**config.mk**
```make
export PLATFORM = sky130hd
export DESIGN_NAME = dac_card_flat
export DESIGN_NICKNAME = d
export VERILOG_FILES = /design/src/rtl/dac_pkg.sv /design/src/rtl/dac_bus_if.sv /design/src/rtl/dac_card.sv /design/src/rtl/dac_channel.sv /design/src/flat_wrapper.sv
export SDC_FILE = /design/constraint.sdc
export NUM_CORES = 1
export LEC_CHECK = 0
export ABC_AREA = 0
export BUFFER_PORTS_ARGS = -buffer_cell sky130_fd_sc_hd__clkbuf_2
export CORE_MARGIN = 2
export CORE_UTILIZATION = 51
export DETAILED_ROUTE_END_ITERATION = 12
export PLACE_DENSITY = 0.86
export SLEW_MARGIN = 20
export SYNTH_ARGS = -nofsm -noshare
export SYNTH_HDL_FRONTEND = slang
export SYNTH_SLANG_ARGS = --single-unit
```
**constraint.sdc**
```tcl
create_clock -name clk -period 1.2 [get_ports clk]
set_input_delay 0.06 -clock clk [delete_from_list [all_inputs] [get_ports clk]]
set_output_delay 0.06 -clock clk [all_outputs]
set_load 0.02 [all_outputs]
```
**src/rtl/dac_pkg.sv**
```systemverilog
// Package of shared constants for the dual converter write path.
package dac_pkg;
    // =====================================================================
    // Port map and field layout
    // =====================================================================
    localparam int          CODE_W       = 12;
    localparam int          WORD_W       = 16;
    localparam logic [3:0]  OFS_CH0_LOW  = 4'h8;
    localparam logic [3:0]  OFS_CH0_HIGH = 4'h9;
    localparam logic [3:0]  OFS_CH1_LOW  = 4'hA;
    localparam logic [3:0]  OFS_CH1_HIGH = 4'hB;
    localparam int          HIGH_FLD_W   = 4;
    localparam logic [11:0] CODE_RESET   = 12'h000;
    localparam logic [7:0]  LOW_RESET    = 8'h00;
    // =====================================================================
    // Host register map on APB (byte addresses)
    // =====================================================================
    localparam logic [7:0]  REG_CH0_CODE = 8'h00;
    localparam logic [7:0]  REG_CH1_CODE = 8'h04;
    localparam logic [7:0]  REG_CTRL     = 8'h08;
    localparam logic [7:0]  REG_STATUS   = 8'h0C;
    localparam int          CTRL_WIDE    = 0;
    localparam int          CTRL_BIPOLAR = 1;
    localparam int          STAT_BUSY    = 0;
    localparam int          STAT_TWOS    = 1;
    localparam int          STAT_RANGE   = 2;
endpackage

```
**src/rtl/dac_bus_if.sv**
```systemverilog
// Interface joining the host writer and the converter card.
`timescale 1ns/1ps
interface dac_bus_if;
    logic       wr_stb;     // One-cycle write strobe.
    logic       wide;       // Sixteen-bit write when high.
    logic [3:0] addr;       // Port offset relative to the card base.
    logic [15:0] wdata;     // Write data, low byte in bits 7..0.
    logic       twos_sel;   // Card reports two's complement coding.
    modport card (input wr_stb, wide, addr, wdata, output twos_sel);
    modport host (output wr_stb, wide, addr, wdata, input twos_sel);
endinterface

```
**src/rtl/dac_card.sv**
```systemverilog
// Converter card end: port decode, two channels and coding select.
// Functional notes
// RULE_01: Code split into low byte and nibble.
// RULE_02: Low byte write only loads holding register.
// RULE_03: High byte write updates all twelve bits.
// RULE_04: Host writes low byte before high byte.
// RULE_05: Code right justified in 16-bit word.
// RULE_06: Ports at offsets 8, 9, A, B.
// RULE_07: High byte bits 7..4 ignored, sent zero.
// RULE_08: Host codes 0..4095 or signed codes.
// RULE_09: Jumper sets format for all data paths.
// RULE_10: Two's complement needs bipolar range.
// RULE_11: Sixteen-bit write updates channel completely.
// RULE_12: Two independent double-buffered channels.
// RULE_13: Offset binary unless jumper installed.
// RULE_14: Reset clears holding and output codes.
`timescale 1ns/1ps
module dac_card
    import dac_pkg::*;
(
    // Clock and reset.
    input  wire logic        clk,
    input  wire logic        rstn,
    // Host side.
    dac_bus_if.card          bus,
    // Board jumper, a pin.
    input  wire logic        twos_complement_select_jumper,
    // Converter codes and the coding in force.
    output logic [11:0]      analog_out_ch0,
    output logic [11:0]      analog_out_ch1,
    output logic             twos_format
);
    logic       jmp_s1_r;
    logic       jmp_s2_r;
    logic [1:0] ld_low;
    logic [1:0] ld_high;

    // =====================================================================
    // Jumper synchroniser
    // =====================================================================
    // Two flops; offset binary is the coding until the jumper is seen.
    always_ff @(posedge clk) begin
        if (!rstn) begin
            jmp_s1_r <= 1'b0;
            jmp_s2_r <= 1'b0;
        end else begin
            jmp_s1_r <= twos_complement_select_jumper;
            jmp_s2_r <= jmp_s1_r;
        end
    end

    // One flag drives the twos_format pin and the twos_sel bit read back by the host.
    always_ff @(posedge clk) begin
        if (!rstn) begin
            twos_format <= 1'b0;                            // [RULE_13]
        end else begin
            twos_format <= jmp_s2_r;                        // [RULE_09] [RULE_13]
        end
    end
    assign bus.twos_sel = twos_format;

    // =====================================================================
    // Port decode
    // =====================================================================
    // A wide write at a low port loads low and high together in one strobe.
    always_comb begin
        ld_low  = 2'b00;
        ld_high = 2'b00;
        if (bus.wr_stb) begin
            case (bus.addr)                                 // [RULE_06]
                OFS_CH0_LOW: begin
                    ld_low[0]  = 1'b1;
                    ld_high[0] = bus.wide;                  // [RULE_11]
                end
                OFS_CH0_HIGH: ld_high[0] = 1'b1;
                OFS_CH1_LOW: begin
                    ld_low[1]  = 1'b1;
                    ld_high[1] = bus.wide;                  // [RULE_11]
                end
                OFS_CH1_HIGH: ld_high[1] = 1'b1;
                default: begin
                    ld_low  = 2'b00;
                    ld_high = 2'b00;
                end
            endcase
        end
    end

    // =====================================================================
    // Channels
    // =====================================================================
    logic [11:0] codes [2];
    logic [7:0]  hi_src [2];
    genvar g;
    generate
        for (g = 0; g < 2; g++) begin : g_ch              // [RULE_12]
            // Wide writes carry the nibble in bits 11..8.
            assign hi_src[g] = bus.wide ? bus.wdata[15:8]
                                        : bus.wdata[7:0];   // [RULE_01] [RULE_05]
            dac_channel u_ch (
                .clk       (clk),
                .rstn      (rstn),
                .load_low  (ld_low[g]),
                .load_high (ld_high[g]),
                .low_byte  (bus.wdata[7:0]),
                .high_byte (hi_src[g]),
                .code      (codes[g])
            );
        end
    endgenerate
    assign analog_out_ch0 = codes[0];
    assign analog_out_ch1 = codes[1];
endmodule

```
**src/rtl/dac_channel.sv**
```systemverilog
// One double-buffered converter channel.
`timescale 1ns/1ps
module dac_channel
    import dac_pkg::*;
(
    // Clock and reset.
    input  wire logic        clk,
    input  wire logic        rstn,
    // Byte loads.
    input  wire logic        load_low,
    input  wire logic        load_high,
    input  wire logic [7:0]  low_byte,
    input  wire logic [7:0]  high_byte,
    // Converter code.
    output logic [11:0]      code
);
    logic [7:0] hold_r;

    // =====================================================================
    // Holding register and broadside update
    // =====================================================================
    // A low byte only fills the holding register.
    always_ff @(posedge clk) begin
        if (!rstn) begin
            hold_r <= LOW_RESET;                            // [RULE_14]
        end else if (load_low) begin
            hold_r <= low_byte;                             // [RULE_02]
        end
    end

    // A high byte merges with the held bits, upper nibble dropped.
    // A wide write loads both halves at once, so the fresh low byte
    // bypasses the holding register instead of using its stale value.
    always_ff @(posedge clk) begin
        if (!rstn) begin
            code <= CODE_RESET;                             // [RULE_14]
        end else if (load_high) begin
            code <= {high_byte[HIGH_FLD_W-1:0],
                     load_low ? low_byte : hold_r};         // [RULE_03] [RULE_07]
        end
    end
endmodule

```
**src/flat_wrapper.sv**
```systemverilog
// flat-port wrapper written by rule: the top's interface ports become plain ports
module dac_card_flat import dac_pkg::*;
  (clk, rstn, twos_complement_select_jumper, analog_out_ch0, analog_out_ch1, twos_format, bus_wr_stb, bus_wide, bus_addr, bus_wdata, bus_twos_sel);
  dac_bus_if bus_i ();
  input  wire logic clk;
  input  wire logic rstn;
  input  wire logic twos_complement_select_jumper;
  output logic [11:0] analog_out_ch0;
  output logic [11:0] analog_out_ch1;
  output logic twos_format;
  input wire logic [$bits(bus_i.wr_stb)-1:0] bus_wr_stb;
  input wire logic [$bits(bus_i.wide)-1:0] bus_wide;
  input wire logic [$bits(bus_i.addr)-1:0] bus_addr;
  input wire logic [$bits(bus_i.wdata)-1:0] bus_wdata;
  output wire logic [$bits(bus_i.twos_sel)-1:0] bus_twos_sel;
  assign bus_i.wr_stb = bus_wr_stb;
  assign bus_i.wide = bus_wide;
  assign bus_i.addr = bus_addr;
  assign bus_i.wdata = bus_wdata;
  assign bus_twos_sel = bus_i.twos_sel;
  dac_card u_core (.clk(clk), .rstn(rstn), .bus(bus_i), .twos_complement_select_jumper(twos_complement_select_jumper), .analog_out_ch0(analog_out_ch0), .analog_out_ch1(analog_out_ch1), .twos_format(twos_format));
endmodule
```
==> results of run 1 <==
## power by group
group | internal [W] | switching [W] | total, W | leakage [nW]
sequential | 0.00146 | 0.0000148 | 0.00148 | 0.348
combinational | 0.000144 | 0.000207 | 0.000351 | 0.462
clock | 0.000229 | 0.000433 | 0.000662 | 0.0293
## sequential cells by signal, indices dropped and copies added (netlist names)
register,cells
u_core.g_ch.u_ch.hold_r,16
u_core.g_ch.u_ch.code,24
u_core.jmp_s2_r,1
u_core.bus.twos_sel,1
u_core.jmp_s1_r,1
## per-stage QoR
step	power, W	instances	hold WS [ns]
6_report	0.00249	275	0.0288
5_1_grt	0.00263	275	0.0251
4_1_cts	0.00251	275	0.0177
3_5_place_dp	0.00184	260	0.274
3_3_place_gp	0.00183	260	0.267
2_1_floorplan	0.00172	174	0.182
## placed cells by master, fill, tap and decap left out, types with 2 or more instances in the layout
cell	synthesis	layout
sky130_fd_sc_hd__a311oi_2	14	14
sky130_fd_sc_hd__o21ai_0	7	7
sky130_fd_sc_hd__clkbuf_4	0	5
sky130_fd_sc_hd__dfxtp_1	43	43
sky130_fd_sc_hd__a311oi_1	2	2
sky130_fd_sc_hd__and2_1	4	4
sky130_fd_sc_hd__clkbuf_1	4	2
sky130_fd_sc_hd__nand3_2	5	5
sky130_fd_sc_hd__mux2i_1	4	4
sky130_fd_sc_hd__nand3_1	11	11
sky130_fd_sc_hd__a211oi_2	8	8
sky130_fd_sc_hd__o21ai_1	9	9
sky130_fd_sc_hd__clkbuf_2	0	46
sky130_fd_sc_hd__a21oi_1	40	40
sky130_fd_sc_hd__buf_4	2	11
sky130_fd_sc_hd__dlygate4sd3_1	0	7
sky130_fd_sc_hd__buf_12	1	2
## cell type report
type / count / area, um^2 / area share, %
Tap cell: 46 / 57.6 / 2.56
Sequential cell: 43 / 861 / 38.2
Clock buffer: 7 / 45.0 / 2.00
Multi-Input combinational cell: 110 / 853 / 37.9
Inverter: 2 / 7.51 / 0.333
Timing Repair Buffer: 66 / 423 / 18.8
Clock inverter: 1 / 5.00 / 0.222
## worst min-delay path: stages
cell                       delay, ns
sky130_fd_sc_hd__clkbuf_2       0.10
sky130_fd_sc_hd__nand3_1        0.11
sky130_fd_sc_hd__a21oi_1        0.07
## how the worst max path moves through the flow
stage,end,slack [ns],cells past startpoint
3_3_place_gp,u_core.g_ch[1].u_ch.code[2],0.06,4
5_1_grt,u_core.jmp_s1_r,0.02,4
6_report,u_core.jmp_s1_r,0.04,4
2_1_floorplan,u_core.g_ch[0].u_ch.code[2],0.20,5
3_5_place_dp,u_core.g_ch[1].u_ch.code[3],0.004,4
4_1_cts,u_core.jmp_s1_r,0.07,4
## logic make-up (layout without fill, tap and decap cells)
logic type             count (synthesis)  in the layout  synth area share [%]
AOI/OAI and AO/OA                     82             82                  33.6
buffers and inverters                 21             76                  7.99
DFF                                   43             43                  46.2
muxes                                  4              4                  2.15
and+or+nand+nor                       24             24                  10.1
## metal layers
metal / vias up / track usage, % / part of all wire [%]
met5: - / 0 / 0
met4: 0 / 5.85 / 0.46
met3: 2 / 6.25 / 7.0
met2: 58 / 37.5 / 51
met1: 741 / 25.7 / 42
li1: 768 / - / -
==> qor.csv, run 1 <==
metric;value;unit
status;complete, no violations;
initial_utilization;54.5;%
first_pass_grt_wire_length;6930;um
ys_seq_area_share;46.2;%
timing.hold.worst_endpoint;u_core.g_ch[0].u_ch.hold_r[4];
port_buffer_count;46;
cellPowerDensity;1110;nW/um^2
cpLargestDelayFamily;buffers and inverters;
cpMostUsedCell;sky130_fd_sc_hd__dlygate4sd3_1;
synth_ff_type;sky130_fd_sc_hd__dfxtp_1;
post-route-util;65.9;%
yosys_register_bits;43;
fin_area;2250;um^2
crit_path_cell_chain;dlygate4sd3_1 > clkbuf_2 > and2_1 > dlygate4sd3_1;
detailedPlacementHpwl;2920;um
area_enclosed_by_the_die_boundary;4150;um^2
rr_endpoint;u_core.g_ch[1].u_ch.code[3];
core_region_area;3420;um^2
grt_max_degree;41;
remaining_drc_errors;0;
grt_antenna_before_repair;0;
final_layout_size_suffix_gt1_share;41.9;%
antenna_violating_nets_left;0;
rsz0062_at_grt;false;
tritoncts;yes;
net_count_reported_at_finish;253;
worst_r2r_path_depth;2;
timing_worst_slew_pin_value;0.331;ns
post_synth_inst_count;174;
synth.area.top_cells;sky130_fd_sc_hd__dfxtp_1 46%, sky130_fd_sc_hd__a311oi_2 11%, sky130_fd_sc_hd__a21oi_1 11%;
hold_start;bus_wdata[4];
fmax;859;MHz
worst_hold_path.num_cells;3;
post_synth_num_cell_types;24;
max_slew_margin;77.3;%
cpMaxStageDelayCell;sky130_fd_sc_hd__dlygate4sd3_1;
synth_top_area_share;46.2;%
yosysWarnings;0;
vdd_drop_max;0.00101;V
reg2reg_setup_slack;0.41;ns
num_rows;21;
crit-reg2reg-launch;u_core.g_ch[1].u_ch.hold_r[3];
finalWeightedCongestion;0.793;
cts_made_buffers;5;
cts-resized-gates;0;
final.setup.tns;0;ns
maxSlewViolCount;0;
crit_path_end_kind;flop;
detail_route.wirelength;4140;um
clk_transition_reported_paths;0.12;ns
via_count;1569;
areaGrowthSynthToFinish;20.9;%
worst_path_largest_cell_delay;0.55;ns
worst_skew_pair.late_latency;0.34;ns
placed_area;2130;um^2
grtUsageTotal;21.4;%
synth_largest_area_cell;sky130_fd_sc_hd__dfxtp_1;
floorplan.io_pins;51;
finalSetupViolCount;0;
hold_class;input pin to flop;
synth_commonest_cells;43 x sky130_fd_sc_hd__dfxtp_1, 40 x sky130_fd_sc_hd__a21oi_1, 14 x sky130_fd_sc_hd__a311oi_2;
first_global_vias;1514;
max-cap-violations;0;
netlist_area;1860;um^2
clock_tree.buffer_depth;2;
timing_hold_violations_final;0;
synthArstFlopShare;0;%
detail_route.wl_per_cell;15.0;um
crit_buf_inv;3;
dieWidth;64.4;um
critPathArrivalTime;1.41;ns
cts.root.buffer_cell;sky130_fd_sc_hd__clkbuf_4;
h-tree-depth;2;
detail_route.vias_per_cell;5.71;
number_of_enable_flip_flop_cells_after_synthesis;0;
synthesis.area_per_instance;10.7;um^2
layout_min_cycle_time;1.16;ns
ctsHoldBuffers;7;
finalWorstSetupSlack;0.0361;ns
diodes;0;
final_min_period_over_clock_period;97.0;%
die_height;64.4;um
start_kind;input pin;
grt.overflow.total;0;
syn_nets;199;
nFillCells;291;
initialDrtViolationCount;75;
post_cts_buffers;0;
post-place-ws;0.00397;ns
clock-skew-final;0.00929;ns
cts_sinks;43;
crit_start;rstn;
power_leakage;0.839;nW
detail_route.first_pass.iterations;4;
type_of_the_worst_setup_path;input pin to flop;
path_max_fanout;4;
data_required_critical_path;1.44;ns
post-synth-top-count-cell;sky130_fd_sc_hd__dfxtp_1;
(Power assumes the default switching activity.)
==> run 2: changes to the inputs <==
--- a/config.mk
+++ b/config.mk
@@ -5,12 +5,13 @@
 export SDC_FILE = /design/constraint.sdc
 export NUM_CORES = 1
 export LEC_CHECK = 0
-export ABC_AREA = 0
+export ABC_AREA = 1
 export BUFFER_PORTS_ARGS = -buffer_cell sky130_fd_sc_hd__clkbuf_2
 export CORE_MARGIN = 2
 export CORE_UTILIZATION = 51
 export DETAILED_ROUTE_END_ITERATION = 12
 export PLACE_DENSITY = 0.86
+export SKIP_CTS_REPAIR_TIMING = 1
 export SLEW_MARGIN = 20
 export SYNTH_ARGS = -nofsm -noshare
 export SYNTH_HDL_FRONTEND = slang
==> run 2 against run 1 <==
  * Synthesized cell count grew 41%
  * Area after synthesis shrank 2.1%
  * Register-to-register slack gained 0.06 ns
  * Die area shrank 2.0%
  * Final area grew 0.11%
  * Flip-flop and latch count is the same
  * Sequential power is essentially flat
  * Cell count grew 27%
  * Count of clock-buffer cells in the layout shrank 1
  * Routed wire length shrank 3.2%
  * Non-clock buffer count shrank 5
  * Highest routed layer unchanged
==> qor.csv, run 2 <==
metric;value;unit
cts_sinks;43;
place_inst;334;
finalWeightedCongestion;0.857;
timing_worst_slew_pin_value;0.392;ns
dominant_combinational_cell_family_by_area_after_synthesis;simple AND/OR/NAND/NOR gates;
largest_register_ffs;24;
synth_largest_area_cell;sky130_fd_sc_hd__dfxtp_1;
num_rows;21;
max_slew_margin;73.8;%
remaining_drc_errors;0;
port_buffer_count;46;
grt_antenna_before_repair;0;
layout.cells.most_common;sky130_fd_sc_hd__nand2_1;
clock_tree.buffer_depth;2;
timing.hold.worst_endpoint;u_core.g_ch[1].u_ch.hold_r[1];
power.combinational.fraction;11.7;%
initial_utilization;53.8;%
proportion_of_power_drawn_by_the_clock_network;32.5;%
hold_start;bus_wdata[1];
rsz0062_at_grt;false;
worst_skew_pair.late_latency;0.35;ns
synthArstFlopShare;0;%
post_synth_fa_ha_maj_area_fraction;0;%
h-tree-depth;2;
register_name_with_the_most_flops;u_core.g_ch.u_ch.code;
fmax;877;MHz
diodes;0;
grt.overflow.total;0;
power_leakage;1.07;nW
start_kind;input pin;
max-cap-violations;0;
detail_route.wl_per_cell;11.5;um
via_count;1739;
number_of_enable_flip_flop_cells_after_synthesis;0;
timing_hold_violations_final;0;
vdd_drop_max;0.000855;V
post-synth-top-count-cell;sky130_fd_sc_hd__nand2_1;
cts.root.buffer_cell;sky130_fd_sc_hd__clkbuf_4;
detail_route.wirelength;4010;um
reg.largest.list;u_core.g_ch.u_ch.code: 24 flops, u_core.g_ch.u_ch.hold_r: 16 flops;
p_int;0.00201;W
floorplan.io_pins;51;
type_of_the_worst_setup_path;input pin to flop;
p_sw;0.000631;W
maxSlewViolCount;0;
clock-skew-final;0.00941;ns
synth_commonest_cells;57 x sky130_fd_sc_hd__nand2_1, 43 x sky130_fd_sc_hd__dfxtp_1, 38 x sky130_fd_sc_hd__inv_1;
yosys_register_bits;43;
ys_seq_area_share;47.2;%
synth_simple_gate_area_share;26.5;%
critPathArrivalTime;1.40;ns
reg2reg_setup_slack;0.47;ns
fin_cells;349;
syn_nets;270;
synth_top_area_share;47.2;%
path_max_fanout;8;
grt_max_degree;21;
synth_ff_type;sky130_fd_sc_hd__dfxtp_1;
grtUsageTotal;20.8;%
crit-reg2reg-launch;u_core.g_ch[1].u_ch.hold_r[3];
layout_min_cycle_time;1.14;ns
synth.area.top_cells;sky130_fd_sc_hd__dfxtp_1 47%, sky130_fd_sc_hd__nand2_1 12%, sky130_fd_sc_hd__a21oi_1 9.6%;
antenna_violating_nets_left;0;
cts_made_buffers;5;
first_pass_grt_wire_length;6620;um
areaGrowthSynthToFinish;23.6;%
post_synth_inst_count;245;
post_synth_num_cell_types;20;
worst_r2r_path_depth;4;
final_min_period_over_clock_period;95.0;%
final_layout_size_suffix_gt1_share;24.4;%
netlist_area;1820;um^2
status;complete, no violations;
yosysWarnings;0;
detail_route.first_pass.iterations;4;
first_global_vias;1545;
synth-compound-area-share;13.4;%
area_enclosed_by_the_die_boundary;4070;um^2
detail_route.vias_per_cell;4.98;
core_region_area;3390;um^2
crit_path_end_kind;flop;
data_required_critical_path;1.46;ns
rr_endpoint;u_core.g_ch[1].u_ch.code[3];
clk_transition_reported_paths;0.12;ns
die_height;63.8;um
worst_hold_path.num_cells;3;
hold_class;input pin to flop;
power.sequential.fraction;55.8;%
net_count_reported_at_finish;328;
finalSetupViolCount;0;
synth_xor_area_share;0;%
final.setup.tns;0;ns
nFillCells;287;
post_synth_mux_area_share;0;%
switching_share;23.9;%
initialDrtViolationCount;96;
layout.cells.most_common_list;57 x sky130_fd_sc_hd__nand2_1, 46 x sky130_fd_sc_hd__clkbuf_2, 43 x sky130_fd_sc_hd__dfxtp_1;
detailedPlacementHpwl;2960;um
dieWidth;63.8;um
synthesis.area_per_instance;7.45;um^2
tritoncts;yes;
cellPowerDensity;1170;nW/um^2
==> run 2: cell count changes in the layout (fill, tap and decap cells not counted), sizes merged, moves of 5 or more <==
cell	before	now
nand4	0	8
a311oi	16	0
inv	2	43
buf	13	7
nor2	0	15
and2	5	0
nand2	0	59
a211oi	8	0
==> run 2: power by group through the flow <==
stage | Sequential [W] | Clock (W) | Combinational, W
after floorplan | 0.00153 | 0 | 0.000144
after global placement | 0.00150 | 0 | 0.000279
after detailed placement | 0.00151 | 0 | 0.000285
after CTS | 0.00147 | 0.000880 | 0.000287
after global routing | 0.00148 | 0.000960 | 0.000339
final | 0.00147 | 0.000857 | 0.000309
==> run 2: worst max path at each step <==
stage                                      start                      endpoint  cells past startpoint
detailed placement                   bus_addr[2]  u_core.g_ch[1].u_ch.code[10]                      7
floorplan                            bus_addr[0]   u_core.g_ch[0].u_ch.code[5]                      6
finish                                      rstn               u_core.jmp_s1_r                      5
global placement                     bus_addr[2]  u_core.g_ch[1].u_ch.code[10]                      7
global route                                rstn               u_core.jmp_s1_r                      5
CTS                 u_core.g_ch[1].u_ch.code[11]            analog_out_ch1[11]                      1
==> run 2: layout make-up <==
| type | count | area, um^2 | share of cell area [%] |
|---|---|---|---|
| Timing Repair Buffer | 61 | 375 | 16.6 |
| Inverter | 43 | 161 | 7.16 |
| Clock buffer | 6 | 41.3 | 1.83 |
| Clock inverter | 1 | 30.0 | 1.33 |
| Sequential cell | 43 | 861 | 38.2 |
| Tap cell | 46 | 57.6 | 2.55 |
| Multi-Input combinational cell | 149 | 728 | 32.3 |
==> run 2: cell families (layout without fill, tap and decap cells) <==
group,Yosys count,after routing
buffers and inverters,53,111
AOI/OAI and AO/OA,48,48
DFF,43,43
and+or+nand+nor,101,101
==> run 2: stage by stage <==
stage	util, %	power, W	hold WS (ns)	area [um^2]	setup slack, ns
global placement	62.1	0.00178	0.247	2100	0.0769
CTS	64.2	0.00264	-0.128	2170	0.224
finish	66.5	0.00264	0.0145	2250	0.0595
floorplan	-	0.00168	0.153	1820	0.375
global route	66.5	0.00278	0.00519	2250	0.0595
detailed placement	62.1	0.00179	0.247	2100	0.0698
==> run 2: metal layers <==
layer	global-route usage, %	share of wire (%)	vias to the layer above
met4	8.97	2.0	0
met3	7.22	6.9	12
met1	23.9	40	768
met2	34.8	51	71
li1	-	-	888
met5	0	0	-
==> run 2: critical path, cell delays in order <==
cell and delay [ns]:
sky130_fd_sc_hd__dlygate4sd3_1 0.53, sky130_fd_sc_hd__clkbuf_2 0.17, sky130_fd_sc_hd__nand2_1 0.07, sky130_fd_sc_hd__dlygate4sd3_1 0.54, sky130_fd_sc_hd__inv_1 0.04
==> run 3: changes to the inputs <==
--- a/config.mk
+++ b/config.mk
@@ -7,8 +7,10 @@
 export LEC_CHECK = 0
 export ABC_AREA = 1
 export BUFFER_PORTS_ARGS = -buffer_cell sky130_fd_sc_hd__clkbuf_2
+export CELL_PAD_IN_SITES_DETAIL_PLACEMENT = 1
+export CELL_PAD_IN_SITES_GLOBAL_PLACEMENT = 1
 export CORE_MARGIN = 2
-export CORE_UTILIZATION = 51
+export CORE_UTILIZATION = 36
 export DETAILED_ROUTE_END_ITERATION = 12
 export PLACE_DENSITY = 0.86
 export SKIP_CTS_REPAIR_TIMING = 1
==> run 3 against run 2 <==
  * First-iteration DRC count decreased by 63%
  * Sequential power about the same
  * Worst hold slack improved by 0.050 ns
  * Count of clock-buffer cells in the layout unchanged
  * Maximum frequency increased by 32%
  * Critical endpoint is now twos_format
  * Largest cell class unchanged
==> qor.csv, run 3 (synthesized netlist as in run 2, its figures left out) <==
metric;value;unit
status;complete, no violations;
layout_min_cycle_time;0.864;ns
start_kind;flop;
power_leakage;1.05;nW
p_sw;0.000646;W
remaining_drc_errors;0;
reg2reg_setup_slack;0.47;ns
proportion_of_power_drawn_by_the_clock_network;31.9;%
worst_r2r_path_depth;4;
max-cap-violations;0;
layout.cells.most_common;sky130_fd_sc_hd__nand2_1;
die_height;75.2;um
fin_area;2220;um^2
dieWidth;75.2;um
areaGrowthSynthToFinish;21.7;%
rr_endpoint;u_core.g_ch[1].u_ch.code[3];
cts_made_buffers;5;
finalWorstSetupSlack;0.336;ns
antenna_violating_nets_left;0;
cts.root.buffer_cell;sky130_fd_sc_hd__clkbuf_8;
max_slew_margin;72.6;%
post-place-ws;0.0260;ns
cts_sinks;43;
h-tree-depth;2;
first_global_vias;1681;
detail_route.wl_per_cell;12.6;um
worst_path_largest_cell_delay;0.34;ns
cellPowerDensity;1170;nW/um^2
floorplan.io_pins;51;
rsz0062_at_grt;false;
detail_route.wirelength;4590;um
port_buffer_count;46;
grtUsageTotal;17.7;%
area_enclosed_by_the_die_boundary;5650;um^2
finalSetupViolCount;0;
clock-skew-final;0.00225;ns
detailedPlacementHpwl;3610;um
cpMaxStageDelayCell;sky130_fd_sc_hd__dfxtp_1;
final_layout_size_suffix_gt1_share;25.0;%
power.combinational.fraction;11.5;%
timing_worst_slew_pin_value;0.410;ns
net_count_reported_at_finish;322;
reg.largest.list;u_core.g_ch.u_ch.code: 24 flops, u_core.g_ch.u_ch.hold_r: 16 flops;
final_min_period_over_clock_period;72.0;%
grt.overflow.total;0;
grt_antenna_before_repair;0;
crit-reg2reg-launch;u_core.g_ch[1].u_ch.hold_r[3];
initial_utilization;37.9;%
cpLargestDelayFamily;flip-flops;
type_of_the_worst_setup_path;flop to output port;
clock_tree.buffer_depth;2;
initialDrtViolationCount;36;
clk_transition_reported_paths;0.07;ns
diodes;0;
report.power.total;0.00260;W
core_region_area;4820;um^2
register_name_with_the_most_flops;u_core.g_ch.u_ch.code;
maxSlewViolCount;0;
switching_share;24.9;%
worst_skew_pair.late_latency;0.29;ns
p_int;0.00195;W
placed_area;2140;um^2
fmax;1160;MHz
finalWeightedCongestion;0.804;
detail_route.first_pass.iterations;4;
vdd_drop_max;0.000703;V
power.sequential.fraction;56.7;%
timing_hold_violations_final;0;
path_depth;1;
layout.cells.most_common_list;57 x sky130_fd_sc_hd__nand2_1, 46 x sky130_fd_sc_hd__clkbuf_2, 43 x sky130_fd_sc_hd__dfxtp_1;
via_count;1720;
crit_path_end_kind;output port;
first_pass_grt_wire_length;7390;um
crit_path_cell_chain;clkbuf_2;
largest_register_ffs;24;
final.setup.tns;0;ns
end_point_of_the_critical_path;twos_format;
num_rows;25;
critPathArrivalTime;0.80;ns
data_required_critical_path;1.14;ns
hold_class;input pin to flop;
tritoncts;yes;
grt_max_degree;21;
crit_start;u_core.bus.twos_sel;
path_max_fanout;2;
crit_buf_inv;1;
detail_route.vias_per_cell;4.74;
-- run 3: cell count changes in the layout (fill, tap and decap cells not counted), sizes merged --
cell	delta
buf	+1
dlygate4sd3	-7
bufinv	-1
-- run 3: worst min-delay path by stage --
stage / depth (start not counted) / startpoint / to / slack (ns)
4_1_cts: 3 / twos_complement_select_jumper / u_core.jmp_s1_r / -0.06
2_1_floorplan: 2 / rstn / u_core.bus.twos_sel / 0.15
3_3_place_gp: 3 / twos_complement_select_jumper / u_core.jmp_s1_r / 0.25
6_report: 3 / rstn / u_core.jmp_s1_r / 0.06
5_1_grt: 3 / bus_wdata[5] / u_core.g_ch[1].u_ch.hold_r[5] / 0.07
3_5_place_dp: 3 / twos_complement_select_jumper / u_core.jmp_s1_r / 0.25
-- run 3: layout make-up --
cell class / count / area [um^2]
inverter: 43 / 161
tap: 67 / 83.8
sequential: 43 / 861
fill: 652 / 2600
clock buffer: 6 / 72.6
timing repair buffer: 55 / 313
multi-input combinational: 149 / 728
-- run 3: routing by layer --
layer | track usage, % | wire length (um) | vias up
met5 | 0 | 0 | -
met4 | 7.02 | 89 | 0
met3 | 4.69 | 197 | 8
met2 | 31.8 | 2400 | 32
met1 | 19.8 | 1900 | 806
li1 | - | - | 874
-- run 3: metrics by stage --
step | util [%] | instances | hold slack (ns)
after floorplan | - | 245 | 0.153
after global placement | 44.4 | 356 | 0.246
after detailed placement | 44.4 | 356 | 0.247
after CTS | 45.9 | 362 | -0.0554
after global routing | 46.1 | 363 | 0.0715
final | 46.1 | 363 | 0.0640
-- run 3: power by group through the flow --
| stage | combinational [W] | sequential, W | clock (W) |
|---|---|---|---|
| after detailed placement | 0.000297 | 0.00151 | 0 |
| after floorplan | 0.000144 | 0.00153 | 0 |
| after global placement | 0.000287 | 0.00151 | 0 |
| final | 0.000298 | 0.00147 | 0.000828 |
| after CTS | 0.000299 | 0.00147 | 0.000864 |
| after global routing | 0.000333 | 0.00148 | 0.000895 |
